===== src/irq_halt_pkg.sv =====
`default_nettype none
package irq_halt_pkg;

    // Restart targets and acknowledge stretching.
    localparam logic [15:0] NMI_RESTART_ADDR = 16'h0066;
    localparam logic [15:0] MODE1_RESTART_ADDR = 16'h0038;
    localparam logic [1:0] ACK_AUTO_WAITS = 2'h2;
    localparam logic [1:0] NO_WAITS = 2'h0;

    // Maskable response modes and values after reset.
    localparam logic [1:0] IRQ_MODE_0 = 2'h0;
    localparam logic [1:0] IRQ_MODE_1 = 2'h1;
    localparam logic [1:0] IRQ_MODE_RESET = 2'h0;
    localparam logic IFF_RESET = 1'b0;
    localparam logic [2:0] SYNC_RESET = 3'h7;

    typedef enum logic [1:0] {
        ST_RUN,
        ST_HALT,
        ST_ACK
    } ctl_state_t;

    // One-cycle strobes from the instruction decoder, on the final clock.
    typedef struct packed {
        logic halt;
        logic enable_irq_instr;
        logic mask_irq_instr;
        logic nonmaskable_return_instr;
        logic copy_vector_base_to_acc;
        logic copy_refresh_ctr_to_acc;
        logic mode_write;
        logic [1:0] mode_value;
    } instr_strobes_t;

    // Machine cycle timing from the sequencer.
    typedef struct packed {
        logic fetch_t4;
        logic instr_last_clk;
        logic ack_done;
    } fetch_timing_t;

    // Acknowledge cycle description handed to the sequencer.
    typedef struct packed {
        logic valid;
        logic nmi;
        logic use_io_strobe;
        logic mem_read_ignored;
        logic exec_bus_instr;
        logic push_pc;
        logic [1:0] wait_states;
        logic [15:0] restart_addr;
    } ack_info_t;

    localparam ack_info_t ACK_RESET = '0;

endpackage
`default_nettype wire


===== src/pin_sync.sv =====
`timescale 1ns/1ps
`default_nettype none
module pin_sync (
    input wire logic mclk,
    input wire logic reset_n,
    input wire logic [2:0] pins_async,
    output logic [2:0] pins_sync
);
    import irq_halt_pkg::*;

    logic [2:0] meta_ff;
    logic [2:0] stable_ff;

    // Two flops per pin; the pins idle high, so reset to high.
    always_ff @(posedge mclk or negedge reset_n) begin
        if (!reset_n) begin
            meta_ff <= SYNC_RESET;
            stable_ff <= SYNC_RESET;
        end else begin
            meta_ff <= pins_async;
            stable_ff <= meta_ff;
        end
    end

    assign pins_sync = stable_ff;
endmodule // pin_sync
`default_nettype wire


===== src/irq_enable_pair.sv =====
`timescale 1ns/1ps
`default_nettype none
module irq_enable_pair (
    input wire logic mclk,
    input wire logic reset_n,
    input wire logic set_both,
    input wire logic clear_both,
    input wire logic clear_live,
    input wire logic restore_live,
    output logic live,
    output logic saved
);
    import irq_halt_pkg::*;

    logic live_ff;
    logic saved_ff;

    // Acceptance clears win over instruction effects in the same cycle.
    always_ff @(posedge mclk or negedge reset_n) begin
        if (!reset_n) begin
            live_ff <= IFF_RESET;
            saved_ff <= IFF_RESET;
        end else if (clear_both) begin
            live_ff <= 1'b0;
            saved_ff <= 1'b0;
        end else if (clear_live) begin
            live_ff <= 1'b0;
        end else if (set_both) begin
            live_ff <= 1'b1;
            saved_ff <= 1'b1;
        end else if (restore_live) begin
            live_ff <= saved_ff;
        end
    end

    assign live = live_ff;
    assign saved = saved_ff;
endmodule // irq_enable_pair
`default_nettype wire


===== src/cpu_interrupt_halt_control.sv =====
`timescale 1ns/1ps
`default_nettype none
module cpu_interrupt_halt_control (
    input wire logic mclk,
    input wire logic reset_n,
    input wire logic irq_req_n,
    input wire logic nmi_req_n,
    input wire logic bus_hold_request_n,
    input wire irq_halt_pkg::fetch_timing_t timing,
    input wire irq_halt_pkg::instr_strobes_t instrs,
    output logic halt_ack_n,
    output logic force_nop,
    output logic irq_enable_live,
    output logic irq_enable_saved,
    output logic [1:0] irq_mode,
    output logic parity_load,
    output logic parity_value,
    output irq_halt_pkg::ack_info_t ack
);
    import irq_halt_pkg::*;

    logic [2:0] pins_sync;
    logic irq_active;
    logic nmi_level;
    logic bus_held;
    logic nmi_prev_ff;
    logic nmi_pend_ff;
    logic nmi_fall;
    ctl_state_t state_ff;
    ctl_state_t nxt_state;
    logic exit_armed_ff;
    logic exit_nmi_ff;
    logic sample_point;
    logic take_nmi;
    logic take_int;
    logic take_any;
    logic go_ack;
    logic go_ack_nmi;
    logic [1:0] mode_ff;
    logic halt_ack_n_ff;
    logic force_nop_ff;
    logic parity_load_ff;
    logic parity_value_ff;
    ack_info_t ack_ff;
    ack_info_t nxt_ack;
    logic iff_live;
    logic iff_saved;

    // Pins come from outside the clock domain; no logic sees them
    // until they have passed both synchroniser flops.
    pin_sync i_pin_sync (
        .mclk(mclk),
        .reset_n(reset_n),
        .pins_async({irq_req_n, nmi_req_n, bus_hold_request_n}),
        .pins_sync(pins_sync)
    );

    // All request lines are active low.
    assign irq_active = ~pins_sync[2];
    assign nmi_level = ~pins_sync[1];
    assign bus_held = ~pins_sync[0];

    // The nonmaskable line is edge sensitive, so a falling edge is
    // remembered until acceptance even if the line rises again.
    always_ff @(posedge mclk or negedge reset_n) begin
        if (!reset_n) begin
            nmi_prev_ff <= 1'b0;
        end else begin
            nmi_prev_ff <= nmi_level;
        end
    end

    assign nmi_fall = nmi_level & ~nmi_prev_ff;

    // A new edge in the acceptance cycle wins over the clear, so a
    // second request arriving just then is not lost.
    always_ff @(posedge mclk or negedge reset_n) begin
        if (!reset_n) begin
            nmi_pend_ff <= 1'b0;
        end else if (nmi_fall) begin
            nmi_pend_ff <= 1'b1;
        end else if (take_nmi) begin
            nmi_pend_ff <= 1'b0;
        end
    end

    // Sampling point: the T4 edge of each halt fetch, otherwise the
    // final clock of an instruction. A halt instruction itself is not
    // a sampling point; its first halt fetch T4 is.
    always_comb begin
        sample_point = 1'b0;
        if (state_ff == ST_HALT) begin
            sample_point = timing.fetch_t4 & ~exit_armed_ff;
        end else if (state_ff == ST_RUN) begin
            sample_point = timing.instr_last_clk & ~instrs.halt;
        end
    end

    // Nonmaskable taken when sampled unless the bus is held; maskable needs the live
    // flop, must not fall at the end of the enabling or disabling
    // instruction, and yields to the nonmaskable line.
    assign take_nmi = sample_point & nmi_pend_ff & ~bus_held;
    assign take_int = sample_point & irq_active & ~bus_held
        & iff_live
        & ~instrs.enable_irq_instr
        & ~instrs.mask_irq_instr
        & ~nmi_pend_ff;
    assign take_any = take_nmi | take_int;

    // In halt the acceptance is armed at T4 and acted on one edge later.
    always_ff @(posedge mclk or negedge reset_n) begin
        if (!reset_n) begin
            exit_armed_ff <= 1'b0;
            exit_nmi_ff <= 1'b0;
        end else if (state_ff == ST_HALT && take_any) begin
            exit_armed_ff <= 1'b1;
            exit_nmi_ff <= take_nmi;
        end else begin
            exit_armed_ff <= 1'b0;
            exit_nmi_ff <= 1'b0;
        end
    end

    // Entry to the acknowledge cycle and which kind it is.
    always_comb begin
        go_ack = 1'b0;
        go_ack_nmi = 1'b0;
        if (state_ff == ST_RUN) begin
            go_ack = take_any;
            go_ack_nmi = take_nmi;
        end else if (state_ff == ST_HALT) begin
            go_ack = exit_armed_ff;
            go_ack_nmi = exit_nmi_ff;
        end
    end

    // Control sequence. Nothing here counts time, so a stopped clock
    // simply holds every flop and the block resumes on the next edge.
    always_comb begin
        nxt_state = state_ff;
        case (state_ff)
            ST_RUN: begin
                if (instrs.halt) begin
                    nxt_state = ST_HALT;
                end else if (go_ack) begin
                    nxt_state = ST_ACK;
                end
            end
            ST_HALT: begin
                if (go_ack) begin
                    nxt_state = ST_ACK;
                end
            end
            ST_ACK: begin
                if (timing.ack_done) begin
                    nxt_state = ST_RUN;
                end
            end
            default: begin
                nxt_state = ST_RUN;
            end
        endcase
    end

    always_ff @(posedge mclk or negedge reset_n) begin
        if (!reset_n) begin
            state_ff <= ST_RUN;
        end else begin
            state_ff <= nxt_state;
        end
    end

    // Halt acknowledge and forced no-op follow the next state so they
    // change on the same edge as the halt state itself.
    always_ff @(posedge mclk or negedge reset_n) begin
        if (!reset_n) begin
            halt_ack_n_ff <= 1'b1;
            force_nop_ff <= 1'b0;
        end else begin
            halt_ack_n_ff <= (nxt_state != ST_HALT);
            force_nop_ff <= (nxt_state == ST_HALT);
        end
    end

    // Mode field, written only by the mode select instruction.
    always_ff @(posedge mclk or negedge reset_n) begin
        if (!reset_n) begin
            mode_ff <= IRQ_MODE_RESET;
        end else if (instrs.mode_write) begin
            mode_ff <= instrs.mode_value;
        end
    end

    // Describe the acknowledge cycle from its kind and the mode field.
    // Mode 2 table handling lives elsewhere; here it only gets the
    // I/O strobe and the automatic waits.
    always_comb begin
        nxt_ack = ack_ff;
        if (go_ack) begin
            nxt_ack = ACK_RESET;
            nxt_ack.valid = 1'b1;
            if (go_ack_nmi) begin
                nxt_ack.nmi = 1'b1;
                nxt_ack.mem_read_ignored = 1'b1;
                nxt_ack.push_pc = 1'b1;
                nxt_ack.wait_states = NO_WAITS;
                nxt_ack.restart_addr = NMI_RESTART_ADDR;
            end else begin
                nxt_ack.use_io_strobe = 1'b1;
                nxt_ack.wait_states = ACK_AUTO_WAITS;
                if (mode_ff == IRQ_MODE_0) begin
                    nxt_ack.exec_bus_instr = 1'b1;
                end else if (mode_ff == IRQ_MODE_1) begin
                    nxt_ack.push_pc = 1'b1;
                    nxt_ack.restart_addr = MODE1_RESTART_ADDR;
                end
            end
        end else if (state_ff == ST_ACK && timing.ack_done) begin
            nxt_ack = ACK_RESET;
        end
    end

    always_ff @(posedge mclk or negedge reset_n) begin
        if (!reset_n) begin
            ack_ff <= ACK_RESET;
        end else begin
            ack_ff <= nxt_ack;
        end
    end

    // Enable flops; acceptance is applied on the sampling edge itself
    // so no second request can slip in behind it.
    irq_enable_pair i_irq_enable_pair (
        .mclk(mclk),
        .reset_n(reset_n),
        .set_both(instrs.enable_irq_instr),
        .clear_both(instrs.mask_irq_instr | take_int),
        .clear_live(take_nmi),
        .restore_live(instrs.nonmaskable_return_instr),
        .live(iff_live),
        .saved(iff_saved)
    );

    // Parity flag copy for the two accumulator loads.
    always_ff @(posedge mclk or negedge reset_n) begin
        if (!reset_n) begin
            parity_load_ff <= 1'b0;
            parity_value_ff <= 1'b0;
        end else begin
            parity_load_ff <= instrs.copy_vector_base_to_acc
                | instrs.copy_refresh_ctr_to_acc;
            parity_value_ff <= iff_saved;
        end
    end

    assign halt_ack_n = halt_ack_n_ff;
    assign force_nop = force_nop_ff;
    assign irq_enable_live = iff_live;
    assign irq_enable_saved = iff_saved;
    assign irq_mode = mode_ff;
    assign parity_load = parity_load_ff;
    assign parity_value = parity_value_ff;
    assign ack = ack_ff;
endmodule // cpu_interrupt_halt_control
`default_nettype wire


===== config.mk =====
export PLATFORM = sky130hd
export DESIGN_NAME = cpu_interrupt_halt_control
export DESIGN_NICKNAME = d
export VERILOG_FILES = /design/src/irq_halt_pkg.sv /design/src/pin_sync.sv /design/src/irq_enable_pair.sv /design/src/cpu_interrupt_halt_control.sv
export SDC_FILE = /design/constraint.sdc
export NUM_CORES = 1
export LEC_CHECK = 0
export BUFFER_PORTS_ARGS = -buffer_cell sky130_fd_sc_hd__buf_2
export CAP_MARGIN = 20
export CELL_PAD_IN_SITES_DETAIL_PLACEMENT = 1
export CELL_PAD_IN_SITES_GLOBAL_PLACEMENT = 1
export CORE_ASPECT_RATIO = 1.1
export CORE_MARGIN = 10
export CORE_UTILIZATION = 38
export CTS_CLUSTER_DIAMETER = 40
export DETAILED_ROUTE_END_ITERATION = 8
export HOLD_SLACK_MARGIN = 0.05
export PLACE_DENSITY_LB_ADDON = 0.15
export SLEW_MARGIN = 10
export SYNTH_ARGS = -nofsm -noshare
export SYNTH_HDL_FRONTEND = slang
export SYNTH_HIERARCHICAL = 1
export SYNTH_SLANG_ARGS = --single-unit
export TNS_END_PERCENT = 100

===== constraint.sdc =====
create_clock -name mclk -period 2.1 [get_ports mclk]
set_input_delay 0.105 -clock mclk [delete_from_list [all_inputs] [get_ports mclk]]
set_output_delay 0.105 -clock mclk [all_outputs]
set_load 0.01 [all_outputs]

# After elaboration in Yosys (flattened, before gate mapping)
# Cells that the tools add are included.
[word_totals] wordCells=91 output_inout_bits=32 ff_bits=44 inputBits=17
[classes] n_eq_ne=6 reduce_logical=9 n_bitwise=22 mux=32
[op_table] op="$mux W24" n=2
[op_table] op="$mux W1" n=23
[op_table] op="$mux W19" n=1
[op_table] op="$mux W6" n=2
[op_table] op="$and A1 B1 Y1" n=11
[op_table] op="$not A1 Y1" n=8
[op_table] op="$eq A2 B1 Y1 const B" n=3
[op_table] op="$mux W2" n=3
[op_table] op="$pmux W2 S3" n=1
[op_table] op="$reduce_bool A2 Y1" n=3
[op_table] op="$logic_not A2 Y1" n=2
[op_table] op="$ne A2 B1 Y1 const B" n=2
[op_table] op="$reduce_bool A4 Y1" n=1
[op_table] op="$or A1 B1 Y1" n=3
[op_table] op="$eq A2 B2 Y1 const B" n=1
[op_table] op="$logic_and A1 B1 Y1" n=2
[op_table] op="$reduce_and A2 Y1" n=1

# Logic depth before layout (Yosys ltp)
# Gate-level depths: netlist of the first run.
[logic_depth] word_depth=16 depth_mapped=7 mapped_depth_nobuf=6

# By module
# The synthesis of the first run kept the hierarchy.
[modules_own_cells] mod="cpu_interrupt_halt_control" seq_area_each_um2=451.7 cells_per_inst=88 area_each_um2=939.7 n_inst=1
[modules_own_cells] mod="pin_sync" seq_area_each_um2=157.7 cells_per_inst=6 area_each_um2=157.7 n_inst=1
[modules_own_cells] mod="irq_enable_pair" seq_area_each_um2=50.0 cells_per_inst=8 area_each_um2=91.3 n_inst=1

# Worst setup path before layout of the first run
# Ideal clock, no wire load.
[synth_path] path_kind="reg-to-reg" start="register state_ff[0]" end="register i_irq_enable_pair.saved_ff (netlist: i_irq_enable_pair/saved)" arrival_ns=1.276 setup_time_ns=0.120 period_less_slack_ns=1.396 path_slack_ns=0.704 stages_incl_launch_ff=8 path_buffers=1 t_required_ns=1.980 cell_sequence="dfrtp_1 -> buf_6 -> nor3b_1 -> a31oi_1 -> nor3b_2 -> and2_1 -> nand2b_1 -> a21oi_1"
[synth_between] word_cells_on_any_way=17 cone_classes="2 x eq/ne; 3 x mux; 9 x bitwise; 3 x reduce/logical"
[synth_lines] element="from (decl)" line_no="cpu_interrupt_halt_control.sv:29" rtl="ctl_state_t state_ff;"
[synth_lines] element="from (signal assigned)" line_no="cpu_interrupt_halt_control.sv:169" rtl="state_ff <= nxt_state;"
[synth_lines] element="$logic_not A2 Y1" line_no="cpu_interrupt_halt_control.sv:94" rtl="end else if (state_ff == ST_RUN) begin"
[synth_lines] element="$mux W1" line_no="cpu_interrupt_halt_control.sv:94"
[synth_lines] element="$mux W1 *" line_no="cpu_interrupt_halt_control.sv:92" rtl="if (state_ff == ST_HALT) begin"
[synth_lines] element="$and A1 B1 Y1 * (2 in series)" line_no="cpu_interrupt_halt_control.sv:102" rtl="assign take_nmi = sample_point & nmi_pend_ff & ~bus_held;"
[synth_lines] element="net take_nmi" line_no="cpu_interrupt_halt_control.sv:34" rtl="logic take_nmi;"
[synth_lines] element="$ne A2 B1 Y1 (no source line) *"
[synth_lines] element="$reduce_and A2 Y1 (no source line) *"
[synth_lines] element="to (signal assigned)" line_no="irq_enable_pair.sv:22" rtl="saved_ff <= IFF_RESET;"
[synth_lines] element="to (signal assigned)" line_no="irq_enable_pair.sv:25" rtl="saved_ff <= 1'b0;"
[synth_lines] element="to (signal assigned)" line_no="irq_enable_pair.sv:30" rtl="saved_ff <= 1'b1;"
[synth_lines] element="to (decl)" line_no="irq_enable_pair.sv:16" rtl="logic saved_ff;"
# The timed path passes the listed nets; every way through them passes the cells marked *.
# A chain may end at the register's enable or synchronous reset.

# Worst setup path in the final report of the first run
[layout_path] start="register state_ff[0]" end="register i_irq_enable_pair.live_ff (netlist: i_irq_enable_pair/live)"
[layout_between] elab_chain_cells=11 word_cells_on_any_way=16 cone_classes="1 x eq/ne; 4 x mux; 9 x bitwise; 2 x reduce/logical"
[layout_lines] element="$logic_not A2 Y1" line_no="cpu_interrupt_halt_control.sv:94"
[layout_lines] element="$mux W1" line_no="cpu_interrupt_halt_control.sv:94"
[layout_lines] element="$mux W1 *" line_no="cpu_interrupt_halt_control.sv:92"
[layout_lines] element="$and A1 B1 Y1 (2 in series)" line_no="cpu_interrupt_halt_control.sv:103" rtl="assign take_int = sample_point & irq_active & ~bus_held"
[layout_lines] element="$and A1 B1 Y1" line_no="cpu_interrupt_halt_control.sv:104" rtl="& iff_live"
[layout_lines] element="$and A1 B1 Y1" line_no="cpu_interrupt_halt_control.sv:105" rtl="& ~instrs.enable_irq_instr"
[layout_lines] element="$and A1 B1 Y1" line_no="cpu_interrupt_halt_control.sv:106" rtl="& ~instrs.mask_irq_instr"
[layout_lines] element="$and A1 B1 Y1" line_no="cpu_interrupt_halt_control.sv:107" rtl="& ~nmi_pend_ff;"
[layout_lines] element="$or A1 B1 Y1" line_no="cpu_interrupt_halt_control.sv:237" rtl=".clear_both(instrs.mask_irq_instr | take_int),"
[layout_lines] element="$reduce_bool A4 Y1 (no source line) or $mux W1 (tied branches)"
[layout_lines] element="to (signal assigned)" line_no="irq_enable_pair.sv:32" rtl="live_ff <= saved_ff;"
[layout_lines] element="to (decl)" line_no="irq_enable_pair.sv:15" rtl="logic live_ff;"
# Every way passes the cells marked *; elsewhere a longest branch is shown, timed or not.

==> flow_metrics.env, run 1 <==
export IMPL_outcome="complete, no violations"
export IMPL_clock_sinks=26
export IMPL_cp_required_ns=2.30
export IMPL_crit_type="reg -> reg"
export IMPL_post_route_period_util_pct=97.7
export IMPL_num_antenna_cells=0
export IMPL_antenna_found_initial=0
export IMPL_cts_tree="yes"
export IMPL_global_route_overflow_total=0
export IMPL_dieHeight_um=78.7
export IMPL_fmax_mhz=487
export IMPL_setup_slack_ns=0.0483
export IMPL_drc=0
export IMPL_dieArea_um2=5770
export IMPL_hold_viol=0
export IMPL_grt_pass1_vias=883
export IMPL_final_common_cell="buf_2"
export IMPL_fp_coreArea_um2=3020
export IMPL_slew_headroom_pct=62.2
export IMPL_synth_flop_cell="dfrtp_1"
export IMPL_clock_latency_ns=0.31
export IMPL_crit_fanout=8
export IMPL_vias=813
export IMPL_hp_class="in -> reg"
export IMPL_die_x_um=73.3
export IMPL_portBuffers=37
export IMPL_tns_ns=0
export IMPL_routed_wl_um=2550
export IMPL_clock_skew_ns=0.0116
export IMPL_numCtsBuffers=3
export IMPL_row_count=21
export IMPL_max_vdd_ir_drop_mv=0.468
export IMPL_start_util_pct=39.3
export IMPL_netlist_area_leader_share_pct=40.0
export IMPL_synthToLayoutAreaGrowth_pct=25.6
export IMPL_drtIter0Drc=22
export IMPL_grt_util_all_layers_pct=8.77
export IMPL_viasPerCell=4.44
export IMPL_dp_slack_ns=0.544
export IMPL_grt_max_degree=27
export IMPL_syn_inst=102
export IMPL_mostFrequentLayoutCells="37 x buf_2, 18 x dfrtp_1, 12 x dlygate4sd3_1, 11 x conb_1, 8 x nand2_1"
export IMPL_finalCriticalPeriod_ns=2.05
export IMPL_synth_cell_types=31
export IMPL_synthesis_area_um2=1190
export IMPL_placed_area_um2=1310
export IMPL_slew_viol_final=0
export IMPL_layout_drive_gt1_share_pct=41.6
export IMPL_tightestPinTransition_ns=0.567
export IMPL_cts_buffer_depth=2
export IMPL_ys_warn_count=6
export IMPL_drtAntennaViolNets=0
export IMPL_dr_pass1_iters=2
export IMPL_cts_clk_slew_worst_paths_ns=0.14
export IMPL_syn_avg_cell_area_um2=11.7
export IMPL_worstPathArrival_ns=2.25
export IMPL_postLayoutCellArea_um2=1490
export IMPL_pin_count=49
export IMPL_finalSetupViolCount=0
export IMPL_synth_seq_cells=26
export IMPL_synth_edf_count=0
export IMPL_cp_end_kind="flop"
export IMPL_detail_route_wl_per_cell_um=14.0
export IMPL_clockRootBuffer="clkbuf_4"
export IMPL_synth_top_cells_by_area="dfrtp_1 40%, dfstp_2 15%, buf_4 11%, mux2i_1 5.9%, nand2_1 2.5%"
export IMPL_grt_pass1_wl_um=4180
export IMPL_nNetsFinal=167
export IMPL_place_gp_congestion=0.704
export IMPL_cts_max_level=1
export IMPL_async_flop_share_pct=100
export IMPL_synth_area_leader_cell="dfrtp_1"
export IMPL_start_kind="flop"
export IMPL_hpwl_um=1890
export IMPL_synth_seq_area_share_pct=55.5
export IMPL_powerDensity_nw_per_um2=1000
export IMPL_p_leak_uw=0.000754
export IMPL_maxCapViolCount=0
## path summary, 6_finish.rpt
check	endpoint	depth (start not counted)	from	slack (ns)
max in group asynchronous	state_ff[0]	2	reset_n	1.40
max reg2reg	i_irq_enable_pair/live	6	state_ff[0]	0.05
min in group asynchronous	ack[2]	2	reset_n	0.30
min reg2reg	i_pin_sync/pins_sync[1]	0	i_pin_sync/meta_ff[1]	0.36
max	i_irq_enable_pair/live	6	state_ff[0]	0.05
min	i_irq_enable_pair/saved	3	instrs[6]	0.07
## worst max-delay path: stages (launching register included)
cell,delay [ns]
dfrtp_2,0.49
nor3b_2,0.20
a31oi_1,0.07
nor3b_2,0.34
a31o_2,0.24
a211oi_2,0.03
dlygate4sd3_1,0.57
## flip-flops by register name (all words and copies together) (netlist names), 2 cells and up
register,flops
ack,6
i_pin_sync/meta_ff,3
i_pin_sync/pins_sync,3
irq_mode,2
state_ff,2
## logic make-up after synthesis
group                  after synthesis  share of synthesized area, %
flip-flops                          26                          55.5
buffers and inverters               26                          14.5
AO/OA/AOI/OAI                        9                          7.05
AND/OR/NAND/NOR                     31                          14.8
multiplexers                         9                          7.79
other                                1                         0.315
## layout make-up
class / count / area, um2
clock buffers: 4 / 36.3
fillers: 335 / 1530
flip-flops and latches: 26 / 661
inverters: 7 / 26.3
repair buffers: 52 / 328
well taps: 34 / 42.5
multi-input cells: 60 / 399
## Yosys cell counts (2+ instances only)
library cell  count
nand2_1           8
a21oi_1           2
nor2_1            5
buf_4            18
and3b_1           2
nor2b_1           4
nor3b_1           2
dfstp_2           7
mux2_2            2
dfrtp_1          19
mux2i_1           7
inv_1             7
## report_power, final
group | switching, uW | internal (uW) | total (uW)
clock | 138 | 106 | 244
combinational | 282 | 251 | 533
sequential | 93.9 | 622 | 716
total | 514 | 979 | 1490
## per-stage QoR
step / cells / total power [uW] / hold WS [ns] / utilization [%]
global route: 183 / 1610 / 0.0619 / 49.4
floorplan: 112 / 1120 / -0.191 / -
global placement: 164 / 1220 / 0.134 / 43.3
detailed placement: 164 / 1230 / 0.141 / 43.3
CTS: 180 / 1500 / 0.0547 / 48.4
finish: 183 / 1490 / 0.0721 / 49.4
## routing by layer
layer  global-route usage, %  routed length [um]
met1                    9.75                 988
met2                    15.1                1300
met3                    3.52                 251
met4                    2.24                  14
met5                       0                   0
## what timing repair did
action,in CTS,in global routing
setup buffers,0,3
hold buffers,12,0
gates resized for setup,0,2
endpoints found under the setup margin,0,1
hold endpoints to repair,27,0
Note: power is estimated with default switching activity, not from simulation.
==> run 2, diff against run 1 <==
clock period = 2.6 ns   (was 2.1 ns; I/O delays follow)
==> run 2 against run 1 <==
- wire length is 4.9% lower
- via count is 3.8% lower
- register-to-register slack better by 0.98 ns
- clock power is 18% lower
- total power is 21% lower
- sequential power is 20% lower
- flip-flop and latch count stayed put
- count of clock-buffer cells in the layout stayed put
==> flow_metrics.env, run 2 (synthesis gave the netlist of run 1 again) <==
export IMPL_outcome="complete, no violations"
export IMPL_dr_pass1_iters=2
export IMPL_instances_no_fill=176
export IMPL_clock_skew_ns=0.00504
export IMPL_critical_path_cell_count=6
export IMPL_powerDensity_nw_per_um2=826
export IMPL_grt_util_all_layers_pct=8.67
export IMPL_r2r_setup_slack_ns=1.03
export IMPL_layout_drive_gt1_share_pct=40.1
export IMPL_dieHeight_um=78.7
export IMPL_placed_area_um2=1310
export IMPL_cp_end_kind="flop"
export IMPL_hp_class="in -> reg"
export IMPL_die_x_um=73.3
export IMPL_numCtsBuffers=3
export IMPL_viasPerCell=4.44
export IMPL_global_route_overflow_total=0
export IMPL_cts_clk_slew_worst_paths_ns=0.14
export IMPL_switchingPower_uw=409
export IMPL_cts_max_level=1
export IMPL_drtIter0Drc=37
export IMPL_finalCriticalPeriod_ns=1.57
export IMPL_detail_route_wl_per_cell_um=13.8
export IMPL_setup_slack_ns=1.03
export IMPL_hold_path_depth=3
export IMPL_fillers=339
export IMPL_cts_buffer_depth=2
export IMPL_hold_viol=0
export IMPL_tns_ns=0
export IMPL_postLayoutCellArea_um2=1420
export IMPL_cts_setup_buffers=0
export IMPL_fmax_mhz=636
export IMPL_ff2ff_path_depth=6
export IMPL_grt_pass1_wl_um=4140
export IMPL_post_cts_resized=0
export IMPL_fp_coreArea_um2=3020
export IMPL_crit_type="reg -> reg"
export IMPL_mostFrequentLayoutCells="37 x buf_2, 19 x dfrtp_1, 11 x conb_1, 8 x nand2_1, 8 x dlygate4sd3_1"
export IMPL_antenna_found_initial=0
export IMPL_drc=0
export IMPL_drtAntennaViolNets=0
export IMPL_cp_num_buf_inv=0
export IMPL_clock_latency_ns=0.31
export IMPL_numPlacedInstances=164
export IMPL_cpPeakStageDelay_ns=0.49
export IMPL_critical_path_top_delay_family="simple AND/OR/NAND/NOR gates"
export IMPL_r2r_end="i_irq_enable_pair/saved"
export IMPL_postCtsHoldBufs=8
export IMPL_p_comb_share_pct=34.2
export IMPL_final_common_cell="buf_2"
export IMPL_grt_max_degree=27
export IMPL_pin_count=49
export IMPL_clock_sinks=26
export IMPL_seqCellArea_um2=659
export IMPL_worstPathArrival_ns=1.79
export IMPL_intPower_uw=768
export IMPL_slew_headroom_pct=62.6
export IMPL_grt_pass1_vias=861
export IMPL_largest_reg_flops=6
export IMPL_start_kind="flop"
export IMPL_tightestPinTransition_ns=0.562
export IMPL_post_route_period_util_pct=60.5
export IMPL_rsz0062_at_grt="no"
export IMPL_cp_required_ns=2.81
export IMPL_row_count=21
export IMPL_cts_tree="yes"
export IMPL_fin_hold_ws_ns=0.0704
export IMPL_p_sw_share_pct=34.7
export IMPL_hpwl_um=1890
export IMPL_worst_path_max_delay_cell="dfrtp_1"
export IMPL_dp_slack_ns=1.04
export IMPL_multi_input_comb_area_um2=394
export IMPL_path_cells="nor3b_1 -> a31oi_1 -> nor3b_2 -> and2_1 -> nand2b_1 -> a21oi_1"
export IMPL_maxCapViolCount=0
export IMPL_rr_startpoint="state_ff[0]"
export IMPL_portBuffers=37
export IMPL_vias=782
export IMPL_whs_endpoint="i_irq_enable_pair/live"
export IMPL_clockRootBuffer="clkbuf_4"
export IMPL_start_util_pct=39.3
export IMPL_place_gp_congestion=0.704
export IMPL_num_antenna_cells=0
export IMPL_crit_fanout=8
export IMPL_hp_start="instrs[7]"
export IMPL_finalSetupViolCount=0
export IMPL_seq_power_share_pct=48.8
export IMPL_nNetsFinal=160
export IMPL_routed_wl_um=2430
export IMPL_clkPwrFrac_pct=17.0
export IMPL_synthToLayoutAreaGrowth_pct=19.8
export IMPL_dieArea_um2=5770
export IMPL_p_leak_uw=0.000720
export IMPL_max_vdd_ir_drop_mv=0.376
export IMPL_slew_viol_final=0
-- run 2: changes by cell type in the layout (fill, tap and decap cells not counted), sizes merged --
| cell | before | now |
|---|---|---|
| buf | 40 | 37 |
| dlygate4sd3 | 12 | 8 |
-- run 2: layout make-up --
type / instances / share of cell area, %
Sequential cell: 26 / 46.3
Tap cell: 34 / 2.99
Multi-Input combinational cell: 60 / 27.7
Timing Repair Buffer: 45 / 18.6
Inverter: 7 / 1.85
Clock buffer: 4 / 2.55
-- run 2: how the worst max path moves through the flow --
stage	startpoint	endpoint	slack (ns)
floorplan	state_ff[0]	i_irq_enable_pair/saved	1.20
finish	state_ff[0]	i_irq_enable_pair/saved	1.03
global route	state_ff[0]	i_irq_enable_pair/saved	0.76
global placement	state_ff[0]	i_irq_enable_pair/saved	1.11
CTS	state_ff[0]	i_irq_enable_pair/saved	1.01
detailed placement	state_ff[0]	i_irq_enable_pair/saved	1.04
-- run 2: metrics by stage --
stage	utilization (%)	total power, uW
after detailed placement	43.3	991
after global placement	43.3	982
after CTS	47.1	1200
after floorplan	-	901
final	47.1	1180
after global routing	47.1	1270
-- run 2: power by group through the flow --
stage,combinational (uW),sequential (uW),clock (uW)
after floorplan,302,599,0
after global routing,450,596,227
after global placement,403,579,0
after detailed placement,404,587,0
final,402,574,200
after CTS,414,579,211
-- run 2: per-layer routing --
layer	routed length, um	GRT usage, %	up-vias	part of all wire (%)
met1	920	9.45	369	38
li1	-	-	384	-
met2	1230	14.9	27	50
met3	268	3.77	2	11
met4	14	2.24	0	0.58
met5	0	0	-	0
-- run 2: worst min-delay path: stages --
cell and delay, ns:
buf_2 0.11, inv_1 0.06, a211oi_2 0.05
